`config.mk`:
```
export PLATFORM = sky130hd
export DESIGN_NAME = integer_arith_logic_unit
export DESIGN_NICKNAME = d
export VERILOG_FILES = /design/src/hw/alu_pkg.sv /design/src/hw/byte_adder.sv /design/src/hw/integer_arith_logic_unit.sv
export SDC_FILE = /design/constraint.sdc
export NUM_CORES = 1
export LEC_CHECK = 0
export ABC_AREA = 1
export BUFFER_PORTS_ARGS = -buffer_cell sky130_fd_sc_hd__buf_2
export CORE_MARGIN = 1
export CORE_UTILIZATION = 50
export CTS_BUF_LIST = sky130_fd_sc_hd__clkbuf_16
export DETAILED_ROUTE_END_ITERATION = 10
export PLACE_DENSITY = 0.72
export SLEW_MARGIN = 30
export SYNTH_ARGS = -nofsm -noshare
export SYNTH_HDL_FRONTEND = slang
export SYNTH_SLANG_ARGS = --single-unit
```
`constraint.sdc`:
```
create_clock -name clk_i -period 3.83 [get_ports clk_i]
set_input_delay 0 -clock clk_i [delete_from_list [all_inputs] [get_ports clk_i]]
set_output_delay 0 -clock clk_i [all_outputs]
set_load 0.02 [all_outputs]
```
`src/hw/alu_pkg.sv`:
```
package alu_pkg;

  // Operation codes issued by the instruction decoder
  typedef enum logic [3:0] {
    op_add                    = 4'h0,
    op_add_carry              = 4'h1,
    op_word_immediate_increase = 4'h2,
    op_difference             = 4'h3,
    op_immediate_difference   = 4'h4,
    op_difference_with_borrow = 4'h5,
    op_immediate_difference_with_borrow = 4'h6,
    op_word_immediate_decrease = 4'h7,
    op_conjunction            = 4'h8,
    op_immediate_conjunction  = 4'h9,
    op_union                  = 4'ha,
    op_immediate_union        = 4'hb,
    op_bitwise_exclusive_union = 4'hc,
    op_set_mask_bits          = 4'hd,
    op_clear_mask_bits        = 4'he,
    op_zero_sign_test         = 4'hf
  } alu_op_t;

  // Sequencer states, one-hot
  typedef enum logic [1:0] {
    st_idle      = 2'b01,
    st_word_high = 2'b10
  } alu_state_t;

  // Status flag bit positions
  localparam int unsigned FLAG_W            = 6;
  localparam int unsigned FLAG_WRAPAROUND   = 0;
  localparam int unsigned FLAG_RESULT_NULL  = 1;
  localparam int unsigned FLAG_TOP_BIT      = 2;
  localparam int unsigned FLAG_SIGNED_WRAP  = 3;
  localparam int unsigned FLAG_TRUE_POLARITY = 4;
  localparam int unsigned FLAG_NIBBLE_CARRY = 5;

  localparam int unsigned DATA_W   = 8;
  localparam int unsigned MSB      = 7;
  localparam int unsigned NIB_MSB  = 3;

  localparam logic [7:0]        BYTE_ZERO  = 8'h00;
  localparam logic [7:0]        BYTE_ONES  = 8'hff;
  localparam logic [FLAG_W-1:0] FLAGS_RST  = 6'h00;

endpackage : alu_pkg

```
`src/hw/byte_adder.sv`:
```
`timescale 1ns/10ps

// Eight-bit adder and subtractor with carry or borrow in and status terms out
module byte_adder
  import alu_pkg::*;
(
  input  wire logic [7:0] a_i,
  input  wire logic [7:0] b_i,
  input  wire logic       cin_i,
  input  wire logic       sub_i,
  output logic      [7:0] sum_o,
  output logic            carry_o,
  output logic            half_o,
  output logic            ovf_o
);

  logic [8:0] full;
  logic [4:0] nib;

  // Sum or difference; bit 8 is carry or borrow
  always_comb
  begin
    if (sub_i)
    begin
      full = {1'b0, a_i} - {1'b0, b_i} - {8'h00, cin_i};
      nib  = {1'b0, a_i[NIB_MSB:0]} - {1'b0, b_i[NIB_MSB:0]} - {4'h0, cin_i};
    end
    else
    begin
      full = {1'b0, a_i} + {1'b0, b_i} + {8'h00, cin_i};
      nib  = {1'b0, a_i[NIB_MSB:0]} + {1'b0, b_i[NIB_MSB:0]} + {4'h0, cin_i};
    end
  end

  // Result, carry from bit 8, half carry from the low nibble; overflow from the operand and result sign bits
  always_comb
  begin
    sum_o   = full[MSB:0];
    carry_o = full[DATA_W];
    half_o  = nib[NIB_MSB+1];
    if (sub_i)
      ovf_o = (a_i[MSB] & ~b_i[MSB] & ~full[MSB]) | (~a_i[MSB] & b_i[MSB] & full[MSB]);
    else
      ovf_o = (a_i[MSB] & b_i[MSB] & ~full[MSB]) | (~a_i[MSB] & ~b_i[MSB] & full[MSB]);
  end

endmodule : byte_adder

```
`src/hw/integer_arith_logic_unit.sv`:
```
`timescale 1ns/10ps

module integer_arith_logic_unit
(
  input  wire logic                        clk_i,
  input  wire logic                        reset_i,
  input  wire logic                        start_i,
  input  wire alu_pkg::alu_op_t            op_i,
  input  wire logic [7:0]                  dst_i,
  input  wire logic [7:0]                  dst_hi_i,
  input  wire logic [7:0]                  src_i,
  input  wire logic [7:0]                  imm_i,
  input  wire logic                        flags_load_i,
  input  wire logic [alu_pkg::FLAG_W-1:0]  flags_i,
  output logic      [7:0]                  result_lo_o,
  output logic      [7:0]                  result_hi_o,
  output logic                             write_byte_o,
  output logic                             write_pair_o,
  output logic      [alu_pkg::FLAG_W-1:0]  flags_o,
  output logic                             busy_o
);

  import alu_pkg::*;

  alu_state_t        state_ff;
  alu_state_t        nxt_state;
  logic [7:0]        result_lo_ff;
  logic [7:0]        result_hi_ff;
  logic              write_byte_ff;
  logic              write_pair_ff;
  logic              busy_ff;
  logic [FLAG_W-1:0] flags_ff;
  logic [FLAG_W-1:0] nxt_flags;
  logic [7:0]        hi_held_ff;
  logic [7:0]        lo_held_ff;
  logic              carry_held_ff;
  logic              dec_held_ff;

  logic              accept;
  logic [7:0]        add_a;
  logic [7:0]        add_b;
  logic              add_cin;
  logic              add_sub;
  logic [7:0]        add_sum;
  logic              add_carry;
  logic              add_half;
  logic              add_ovf;
  logic [7:0]        logic_res;
  logic              is_arith;
  logic              is_word;
  logic              word_top;
  logic              word_ovf;
  logic              word_wrap;

  // A new operation is taken only when no word operation is in flight
  assign accept = start_i & (state_ff == st_idle);

  // Shared adder; the high half of a word operation reuses it
  byte_adder byte_adder_i
  (
    .a_i     (add_a),
    .b_i     (add_b),
    .cin_i   (add_cin),
    .sub_i   (add_sub),
    .sum_o   (add_sum),
    .carry_o (add_carry),
    .half_o  (add_half),
    .ovf_o   (add_ovf)
  );

  // Operand selection for the adder
  always_comb
  begin
    add_a    = dst_i;
    add_b    = src_i;
    add_cin  = 1'b0;
    add_sub  = 1'b0;
    is_arith = 1'b1;
    is_word  = 1'b0;
    if (state_ff == st_word_high)
    begin
      add_a   = hi_held_ff;
      add_b   = BYTE_ZERO;
      add_cin = carry_held_ff;
      add_sub = dec_held_ff;
    end
    else
    begin
      case (op_i)
        op_add: ;
        op_add_carry: add_cin = flags_ff[FLAG_WRAPAROUND];
        op_word_immediate_increase:
        begin
          add_b   = imm_i;
          is_word = 1'b1;
        end
        op_difference: add_sub = 1'b1;
        op_immediate_difference:
        begin
          add_b   = imm_i;
          add_sub = 1'b1;
        end
        op_difference_with_borrow:
        begin
          add_sub = 1'b1;
          add_cin = flags_ff[FLAG_WRAPAROUND];
        end
        op_immediate_difference_with_borrow:
        begin
          add_b   = imm_i;
          add_sub = 1'b1;
          add_cin = flags_ff[FLAG_WRAPAROUND];
        end
        op_word_immediate_decrease:
        begin
          add_b   = imm_i;
          add_sub = 1'b1;
          is_word = 1'b1;
        end
        default: is_arith = 1'b0;
      endcase
    end
  end

  // Bitwise results
  always_comb
  begin
    case (op_i)
      op_conjunction:             logic_res = dst_i & src_i;
      op_immediate_conjunction:   logic_res = dst_i & imm_i;
      op_union:                   logic_res = dst_i | src_i;
      op_immediate_union:         logic_res = dst_i | imm_i;
      op_bitwise_exclusive_union: logic_res = dst_i ^ src_i;
      op_set_mask_bits:           logic_res = dst_i | imm_i;
      op_clear_mask_bits:         logic_res = dst_i & (BYTE_ONES - imm_i);
      op_zero_sign_test:          logic_res = dst_i & dst_i;
      default:                    logic_res = dst_i;
    endcase
  end

  // Word status terms from the held high byte and the new high byte
  always_comb
  begin
    word_top = add_sum[MSB];
    if (dec_held_ff)
    begin
      word_ovf  = hi_held_ff[MSB] & ~add_sum[MSB];
      word_wrap = add_sum[MSB] & ~hi_held_ff[MSB];
    end
    else
    begin
      word_ovf  = ~hi_held_ff[MSB] & add_sum[MSB];
      word_wrap = ~add_sum[MSB] & hi_held_ff[MSB];
    end
  end

  // Next flag values; untouched flags keep their value
  always_comb
  begin
    nxt_flags = flags_ff;
    if (state_ff == st_word_high)
    begin
      nxt_flags[FLAG_RESULT_NULL]   = ({add_sum, lo_held_ff} == {BYTE_ZERO, BYTE_ZERO});
      nxt_flags[FLAG_WRAPAROUND]    = word_wrap;
      nxt_flags[FLAG_TOP_BIT]       = word_top;
      nxt_flags[FLAG_SIGNED_WRAP]   = word_ovf;
      nxt_flags[FLAG_TRUE_POLARITY] = word_top ^ word_ovf;
    end
    else if (accept & is_arith & ~is_word)
    begin
      nxt_flags[FLAG_RESULT_NULL]  = (add_sum == BYTE_ZERO);
      nxt_flags[FLAG_WRAPAROUND]   = add_carry;
      nxt_flags[FLAG_TOP_BIT]      = add_sum[MSB];
      nxt_flags[FLAG_SIGNED_WRAP]  = add_ovf;
      nxt_flags[FLAG_NIBBLE_CARRY] = add_half;
    end
    else if (accept & ~is_arith)
    begin
      nxt_flags[FLAG_RESULT_NULL] = (logic_res == BYTE_ZERO);
      nxt_flags[FLAG_TOP_BIT]     = logic_res[MSB];
      nxt_flags[FLAG_SIGNED_WRAP] = 1'b0;
    end
    else if (flags_load_i & ~accept)
    begin
      nxt_flags = flags_i;
    end
  end

  // Sequencer: word operations take a second cycle for the high byte
  always_comb
  begin
    nxt_state = state_ff;
    case (state_ff)
      st_idle:      if (accept & is_word) nxt_state = st_word_high;
      st_word_high: nxt_state = st_idle;
      default:      nxt_state = st_idle;
    endcase
  end

  always_ff @(posedge clk_i or posedge reset_i)
  begin
    if (reset_i)
      state_ff <= st_idle;
    else
      state_ff <= nxt_state;
  end

  // Status flags
  always_ff @(posedge clk_i or posedge reset_i)
  begin
    if (reset_i)
      flags_ff <= FLAGS_RST;
    else
      flags_ff <= nxt_flags;
  end

  // Low byte and carry held between the two word cycles
  always_ff @(posedge clk_i or posedge reset_i)
  begin
    if (reset_i)
    begin
      hi_held_ff    <= BYTE_ZERO;
      lo_held_ff    <= BYTE_ZERO;
      carry_held_ff <= 1'b0;
      dec_held_ff   <= 1'b0;
    end
    else if (accept & is_word)
    begin
      hi_held_ff    <= dst_hi_i;
      lo_held_ff    <= add_sum;
      carry_held_ff <= add_carry;
      dec_held_ff   <= add_sub;
    end
  end

  // Results and write strobes toward the register file
  always_ff @(posedge clk_i or posedge reset_i)
  begin
    if (reset_i)
    begin
      result_lo_ff  <= BYTE_ZERO;
      result_hi_ff  <= BYTE_ZERO;
      write_byte_ff <= 1'b0;
      write_pair_ff <= 1'b0;
    end
    else if (state_ff == st_word_high)
    begin
      result_lo_ff  <= lo_held_ff;
      result_hi_ff  <= add_sum;
      write_byte_ff <= 1'b0;
      write_pair_ff <= 1'b1;
    end
    else if (accept & ~is_word)
    begin
      result_lo_ff  <= is_arith ? add_sum : logic_res;
      result_hi_ff  <= BYTE_ZERO;
      write_byte_ff <= 1'b1;
      write_pair_ff <= 1'b0;
    end
    else
    begin
      write_byte_ff <= 1'b0;
      write_pair_ff <= 1'b0;
    end
  end

  // Busy while the high byte of a word operation is pending
  always_ff @(posedge clk_i or posedge reset_i)
  begin
    if (reset_i)
      busy_ff <= 1'b0;
    else
      busy_ff <= (nxt_state == st_word_high);
  end

  assign result_lo_o  = result_lo_ff;
  assign result_hi_o  = result_hi_ff;
  assign write_byte_o = write_byte_ff;
  assign write_pair_o = write_pair_ff;
  assign flags_o      = flags_ff;
  assign busy_o       = busy_ff;

endmodule : integer_arith_logic_unit

```
==> qor.txt, run 1 <==
Final Wtd Congestion: 0.934
Routed met3 length: 993 um
Clock Tree Root: clkbuf_16
Met2 WL: 6280 um
CP startpoint: state_ff[0]$_DFF_PP1_
Die height: 93.0 um
RR Startpoint: state_ff[0]$_DFF_PP1_
Max Cap Viol: 0
Main synth FF type: dfrtp_1
Worst Skew: 8.21 ps
Req. time, crit path: 4010 ps
Post_cts resized: 0
Leak Pwr: 0.00261 uW
R2r setup slk: 300 ps
Clk slew on worst S/H paths: 60 ps
Total negative slack: 0 ps
CTS Buf Count: 5
Critical path type: reg -> reg
Filler instances: 771
Final Hold Vio Count: 0
Worst-Skew Late Latency: 290 ps
Clock Sinks: 45
Area Overhead vs Synth: 16.9%
Antenna diode count: 0
Post-route antenna net violation count: 0
Std-Cell Rows: 32
Final Cycle Share: 92.2%
# nets final: 780
CTS tree: done
Overflow after GRT: 0
CP arrival: 3710 ps
Postcts setup bufs: 0
Relative slew slack: 49.0%
Seq pwr share: 34.9%
Hold Path Class: in -> reg
Initial Util: 52.7%
Largest area contributor in the netlist: dfrtp_1
Final setup fails: 0
RSZ-0062 raised after global routing: no
Status: finished, final reports clean
Layout cells sized above 1: 17.6%
Critical Path Sink Type: flip-flop
Number of I/O port buffers: 70
Drt drc: 0
Crit Path Max Fanout: 35
Distinct cells, synth: 45
Commonest non-fill, non-tap cell in the layout: nand2_1
RR Endpoint: flags_o[3]$_DFFE_PP0P_
Die area: 8640 um^2
Largest net degree at the start of global routing: 46
Top sig layer: met4
Top Ports: 71
Core area: 7850 um^2
DR vias: 4,531
Syn avg cell area: 6.57 um^2
Seq/Total Area, Yosys: 27.3%
Fmax: 283 MHz
WL met1: 5690 um
Power share of the clock group: 24.6%
Min Tclk post-route: 3530 ps
Async SR Flop Fraction: 100%
Net Sw Frac: 41.0%
Mapped Area: 4140 um^2
Switching power: 732 uW
Post-synthesis cell count: 630
CTS Buffer Depth: 2
Iter 0 DRT Violations: 336
Drt wl/cell: 16.5 um
P_int: 1050 uW
CP Launch Type: flip-flop
Worst Tran Pin Value: 764 ps
GRT Total Usage: 32.6%
Global-route wire length before repair: 21,700 um
Pwr Density: 369 nW/um^2
Dominant cells by area after synthesis: dfrtp_1 (27%), nand2_1 (15%), nand3_1 (10%), inv_1 (7.6%), ha_1 (6.4%)
Share of the synthesized area in the top cell type: 26.6%
Number of global-route vias before repair: 4,289
H-tree levels: 2
DR vias/cell: 5.58
R2R depth: 21
Synth warnings: 0
WL final: 13,400 um
Number of synthesized flops with an enable pin: 0
Logic pwr share: 40.5%
Die width: 93.0 um
Dpl hpwl: 10,400 um
Worst setup path end: flags_o[3]$_DFFE_PP0P_
DR pass1 iterations: 6
Most frequent cells in the layout: nand2_1 (163), inv_1 (83), nand3_1 (83), buf_2 (70), dfrtp_1 (44)
Register bit total from synthesis: 45
Total Power: 1780 uW
Max Slew Vio Count: 0
Syn_nets: 701
Initial antenna violation count: 0
IR drop worst, VDD: 270 uV
-- power groups by stage --
stage | Sequential (uW) | Clock [uW] | Combinational (uW)
floorplan | 651 | 0 | 449
global placement | 627 | 0 | 695
detailed placement | 629 | 0 | 701
CTS | 622 | 446 | 713
global route | 632 | 465 | 810
finish | 623 | 439 | 722
-- layer usage --
| layer | vias to the layer above | track usage, % |
|---|---|---|
| li1 | 2224 | - |
| met1 | 2074 | 43.3 |
| met2 | 202 | 53.6 |
| met3 | 31 | 5.50 |
| met4 | 0 | 10.6 |
| met5 | - | 0 |
-- worst min path at each step --
| stage | start | endpoint | slack, ps | depth (start not counted) |
|---|---|---|---|---|
| after floorplan | dst_hi_i[0] | hi_held_ff[0]$_DFFE_PP0P_ | 110 | 2 |
| after global routing | flags_i[4] | flags_o[4]$_DFFE_PP0P_ | 60 | 4 |
| after detailed placement | dst_hi_i[0] | hi_held_ff[0]$_DFFE_PP0P_ | 200 | 3 |
| after CTS | flags_i[4] | flags_o[4]$_DFFE_PP0P_ | 30 | 4 |
| after global placement | dst_hi_i[6] | hi_held_ff[6]$_DFFE_PP0P_ | 200 | 3 |
| final | flags_i[4] | flags_o[4]$_DFFE_PP0P_ | 30 | 4 |
-- flip-flops by register name, summed over array words and instances, names as in the netlist --
signal,flops
carry_held_ff,1
result_lo_o,8
lo_held_ff,8
write_byte_o,1
write_pair_o,1
state_ff,2
flags_o,6
busy_o,1
hi_held_ff,8
dec_held_ff,1
result_hi_o,8
-- cell families after synthesis --
family / count (synthesis) / share of synthesized area (%)
and+or+nand+nor: 333 / 36.7
AOI/OAI and AO/OA: 109 / 15.0
buffers and inverters: 108 / 10.6
DFF: 45 / 27.3
adders and majority gates: 25 / 8.29
xor gates and xnor gates: 10 / 2.12
-- cell usage after synthesis, types with 2 or more instances --
master and number:
a21oi_1 30, a22oi_1 2, a31oi_1 5, buf_2 4, buf_4 3, buf_6 2, clkbuf_1 6, dfrtp_1 44
fa_1 4, ha_1 21, inv_1 84, inv_2 7, nand2_1 163, nand2_2 9, nand2_4 3, nand3_1 83
nand3_2 5, nand3b_1 5, nand4_1 7, nor2_1 42, nor2_2 4, nor2_4 3, nor3_1 3, nor4_1 2
o211ai_1 10, o21ai_0 40, o21ai_1 8, o21ai_2 2, o22ai_1 4, or2_2 2, xnor2_1 2, xor2_1 8
-- cell type report --
| class | count | area (um^2) | area share, % |
|---|---|---|---|
| flip-flops and latches | 45 | 1130 | 23.3 |
| clock buffers | 5 | 125 | 2.59 |
| inverters | 92 | 349 | 7.22 |
| well taps | 102 | 128 | 2.64 |
| multi-input cells | 477 | 2570 | 53.2 |
| clock inverters | 3 | 25.0 | 0.518 |
| repair buffers | 88 | 510 | 10.6 |
-- what timing repair did --
item                                   4_1_cts  5_1_grt
hold buffers                                10        0
endpoints found under the hold margin       53        0
setup endpoints to repair                    0        0
-- worst max-delay path, stage by stage, from the launching register on --
cell	delay, ps
dfstp_2	530
inv_1	50
nand2_2	60
buf_4	340
o21ai_0	160
a21oi_1	230
ha_1	290
inv_1	170
ha_1	310
a21oi_1	160
a21boi_0	260
nand2_1	80
nand2_1	70
nand2_1	80
nand2_1	60
nand2_1	140
nand3_1	140
nand3_1	90
nand2_1	70
inv_1	30
nand2_1	50
nand2_1	40
-- metrics by stage --
step	instance area, um^2	std cells	util, %	worst slack [ps]	hold WS [ps]
floorplan	4140	630	-	605	110
global placement	4580	794	58.4	485	196
detailed placement	4580	794	58.4	360	204
CTS	4830	812	61.6	339	26.7
global route	4830	812	61.6	4.22	56.2
finish	4830	812	61.6	300	32.7
Power figures use the tool's default switching activity.
==> run 2, diff against run 1 <==
--- a/config.mk
+++ b/config.mk
@@ -7,6 +7,7 @@
 export LEC_CHECK = 0
 export ABC_AREA = 1
 export BUFFER_PORTS_ARGS = -buffer_cell sky130_fd_sc_hd__buf_2
+export CORE_ASPECT_RATIO = 1.25
 export CORE_MARGIN = 1
 export CORE_UTILIZATION = 50
 export CTS_BUF_LIST = sky130_fd_sc_hd__clkbuf_16
==> constraint.sdc (replaced) <==
create_clock -name clk_i -period 4 [get_ports clk_i]
set_input_delay 0 -clock clk_i [delete_from_list [all_inputs] [get_ports clk_i]]
set_output_delay 0 -clock clk_i [all_outputs]
set_load 0.02 [all_outputs]
==> run 2 against run 1 <==
Compared with the run above: via count is 0.99% higher; register-to-register slack better by 20 ps; sequential power fell by 4.0%; flip-flop and latch count did not move; combinational power shrank 6.5%; setup slack improved by 16 ps; worst hold slack got worse by 9.7 ps; sequential share of layout area grew 0.28 points; first-iteration DRC count is 2.4% higher; highest routed layer unchanged.
==> qor.txt, run 2 (synthesis results as in run 1) <==
Post-route antenna net violation count: 0 (unchanged)
Most frequent cells in the layout: nand2_1 (163), inv_1 (83), nand3_1 (83), buf_2 (70), dfrtp_1 (44)
Worst setup margin: 316 ps (+16.2 ps)
Number of I/O port buffers: 70 (unchanged)
Clock Tree Root: clkbuf_16
Relative slew slack: 47.2% (-1.8 points)
Initial antenna violation count: 0 (unchanged)
Global-route wire length before repair: 20,500 um (-5.5%)
Antenna diode count: 0 (unchanged)
Initial Util: 52.2% (-0.53 points)
Layout cells sized above 1: 16.9% (-0.70 points)
Die area: 8640 um^2 (about the same)
Top Ports: 71 (unchanged)
# nets final: 774 (-0.77%)
Area Overhead vs Synth: 15.5%
Die height: 104 um (+12%)
Total negative slack: 0 ps (unchanged)
Final setup fails: 0 (unchanged)
Worst Skew: 5.54 ps (-2.67 ps)
Req. time, crit path: 4190 ps (+180 ps)
DR pass1 iterations: 6 (unchanged)
Setup WS pre-CTS: 404 ps (+44.2 ps)
CP Launch Type: flip-flop
Status: finished, final reports clean
Clock Sinks: 45 (unchanged)
Critical path type: reg -> reg
Pwr Density: 356 nW/um^2 (-3.6%)
Max Cap Viol: 0 (unchanged)
Crit Path Max Fanout: 35 (unchanged)
Worst-Skew Late Latency: 290 ps (about the same)
IR drop worst, VDD: 322 uV (+19%)
Fmax: 271 MHz (-4.2%)
H-tree levels: 2 (unchanged)
CTS Buf Count: 5 (unchanged)
Max Slew Vio Count: 0 (unchanged)
Number of global-route vias before repair: 4,263 (-0.61%)
Drt wl/cell: 15.8 um (-4.3%)
Hold Path Class: in -> reg
Post_cts resized: 0 (unchanged)
Clk slew on worst S/H paths: 70 ps (about the same)
CTS Buffer Depth: 2 (unchanged)
Die width: 83.4 um (-10%)
Overflow after GRT: 0 (unchanged)
Commonest non-fill, non-tap cell in the layout: nand2_1
Critical Path Sink Type: flip-flop
Largest net degree at the start of global routing: 46 (unchanged)
CTS tree: done
Hold_buf cts: 10 (unchanged)
WL final: 12,600 um (-5.9%)
DR vias/cell: 5.73 (+2.6%)
Leak Pwr: 0.00258 uW (-1.1%)
Dpl hpwl: 9770 um (-6.1%)
Iter 0 DRT Violations: 344 (+2.4%)
CP arrival: 3880 ps (+170 ps)
RSZ-0062 raised after global routing: no
Final Cycle Share: 92.1% (about the same)
Postcts setup bufs: 0 (unchanged)
DR vias: 4,576 (+0.99%)
Min Tclk post-route: 3680 ps (+154 ps)
Final Hold Vio Count: 0 (unchanged)
GRT Total Usage: 29.7% (-2.8 points)
Drt drc: 0 (unchanged)
Worst Tran Pin Value: 791 ps (+26.5 ps)
Core area: 7930 um^2 (+1.0%)
Final Wtd Congestion: 0.963 (+3.0%)
Std-Cell Rows: 36 (+13%)
Worst hold slack: 22.9 ps (-9.73 ps)
## run 2: cell count changes in the layout (fill, tap and decap cells not counted), sizes merged
cell and delta:
buf -6
## run 2: power breakdown
group,leakage (uW),switching [uW],internal [uW]
Clock,0.0000702,193,233
Combinational,0.00195,444,230
Sequential,0.000564,60.9,537
Total,0.00258,699,1000
## run 2: per-layer routing
metal,wire [um],vias up,global-route usage (%)
li1,-,2209,-
met1,5120,2133,35.5
met2,6250,193,52.5
met3,779,41,4.06
met4,469,0,13.4
met5,0,-,0
## run 2: worst paths after layout
path	startpoint	end	slack, ps	depth (start not counted)
hold reg to reg	result_hi_o[7]$_DFFE_PP0P_	result_hi_o[7]$_DFFE_PP0P_	480	2
setup reg to reg	state_ff[0]$_DFF_PP1_	flags_o[3]$_DFFE_PP0P_	320	21
setup / recovery	state_ff[0]$_DFF_PP1_	flags_o[3]$_DFFE_PP0P_	320	21
max in group asynchronous	reset_i	result_lo_o[2]$_DFFE_PP0P_	3150	3
min in group asynchronous	reset_i	result_hi_o[6]$_DFFE_PP0P_	370	3
hold / removal	flags_i[4]	flags_o[4]$_DFFE_PP0P_	20	4
## run 2: worst max-delay path, cell delays in order, from the launching register on
cell      delay (ps)
dfstp_2          530
inv_1             50
nand2_2           50
buf_4            330
o21ai_0          150
a21oi_1          330
ha_1             330
inv_1            160
ha_1             320
a21oi_1          150
a21boi_0         260
nand2_1           80
nand2_1           80
nand2_1           70
nand2_1           60
nand2_1          160
nand3_1          150
nand3_1           70
nand2_1           80
inv_1             30
nand2_1           50
nand2_1           40
## run 2: metrics by stage
stage,power (uW),util [%],instances,area [um^2]
floorplan,1050,-,630,4140
global placement,1240,57.1,781,4530
detailed placement,1260,57.1,781,4530
CTS,1690,60.2,799,4780
global route,1800,60.3,799,4780
finish,1700,60.3,799,4780
## run 2: layout make-up
class                           count  area, um^2
Clock buffer                        5         125
Clock inverter                      3        21.3
Fill cell                         786        3150
Inverter                           92         349
Multi-Input combinational cell    477        2570
Sequential cell                    45        1130
Tap cell                           95         119
Timing Repair Buffer               82         465
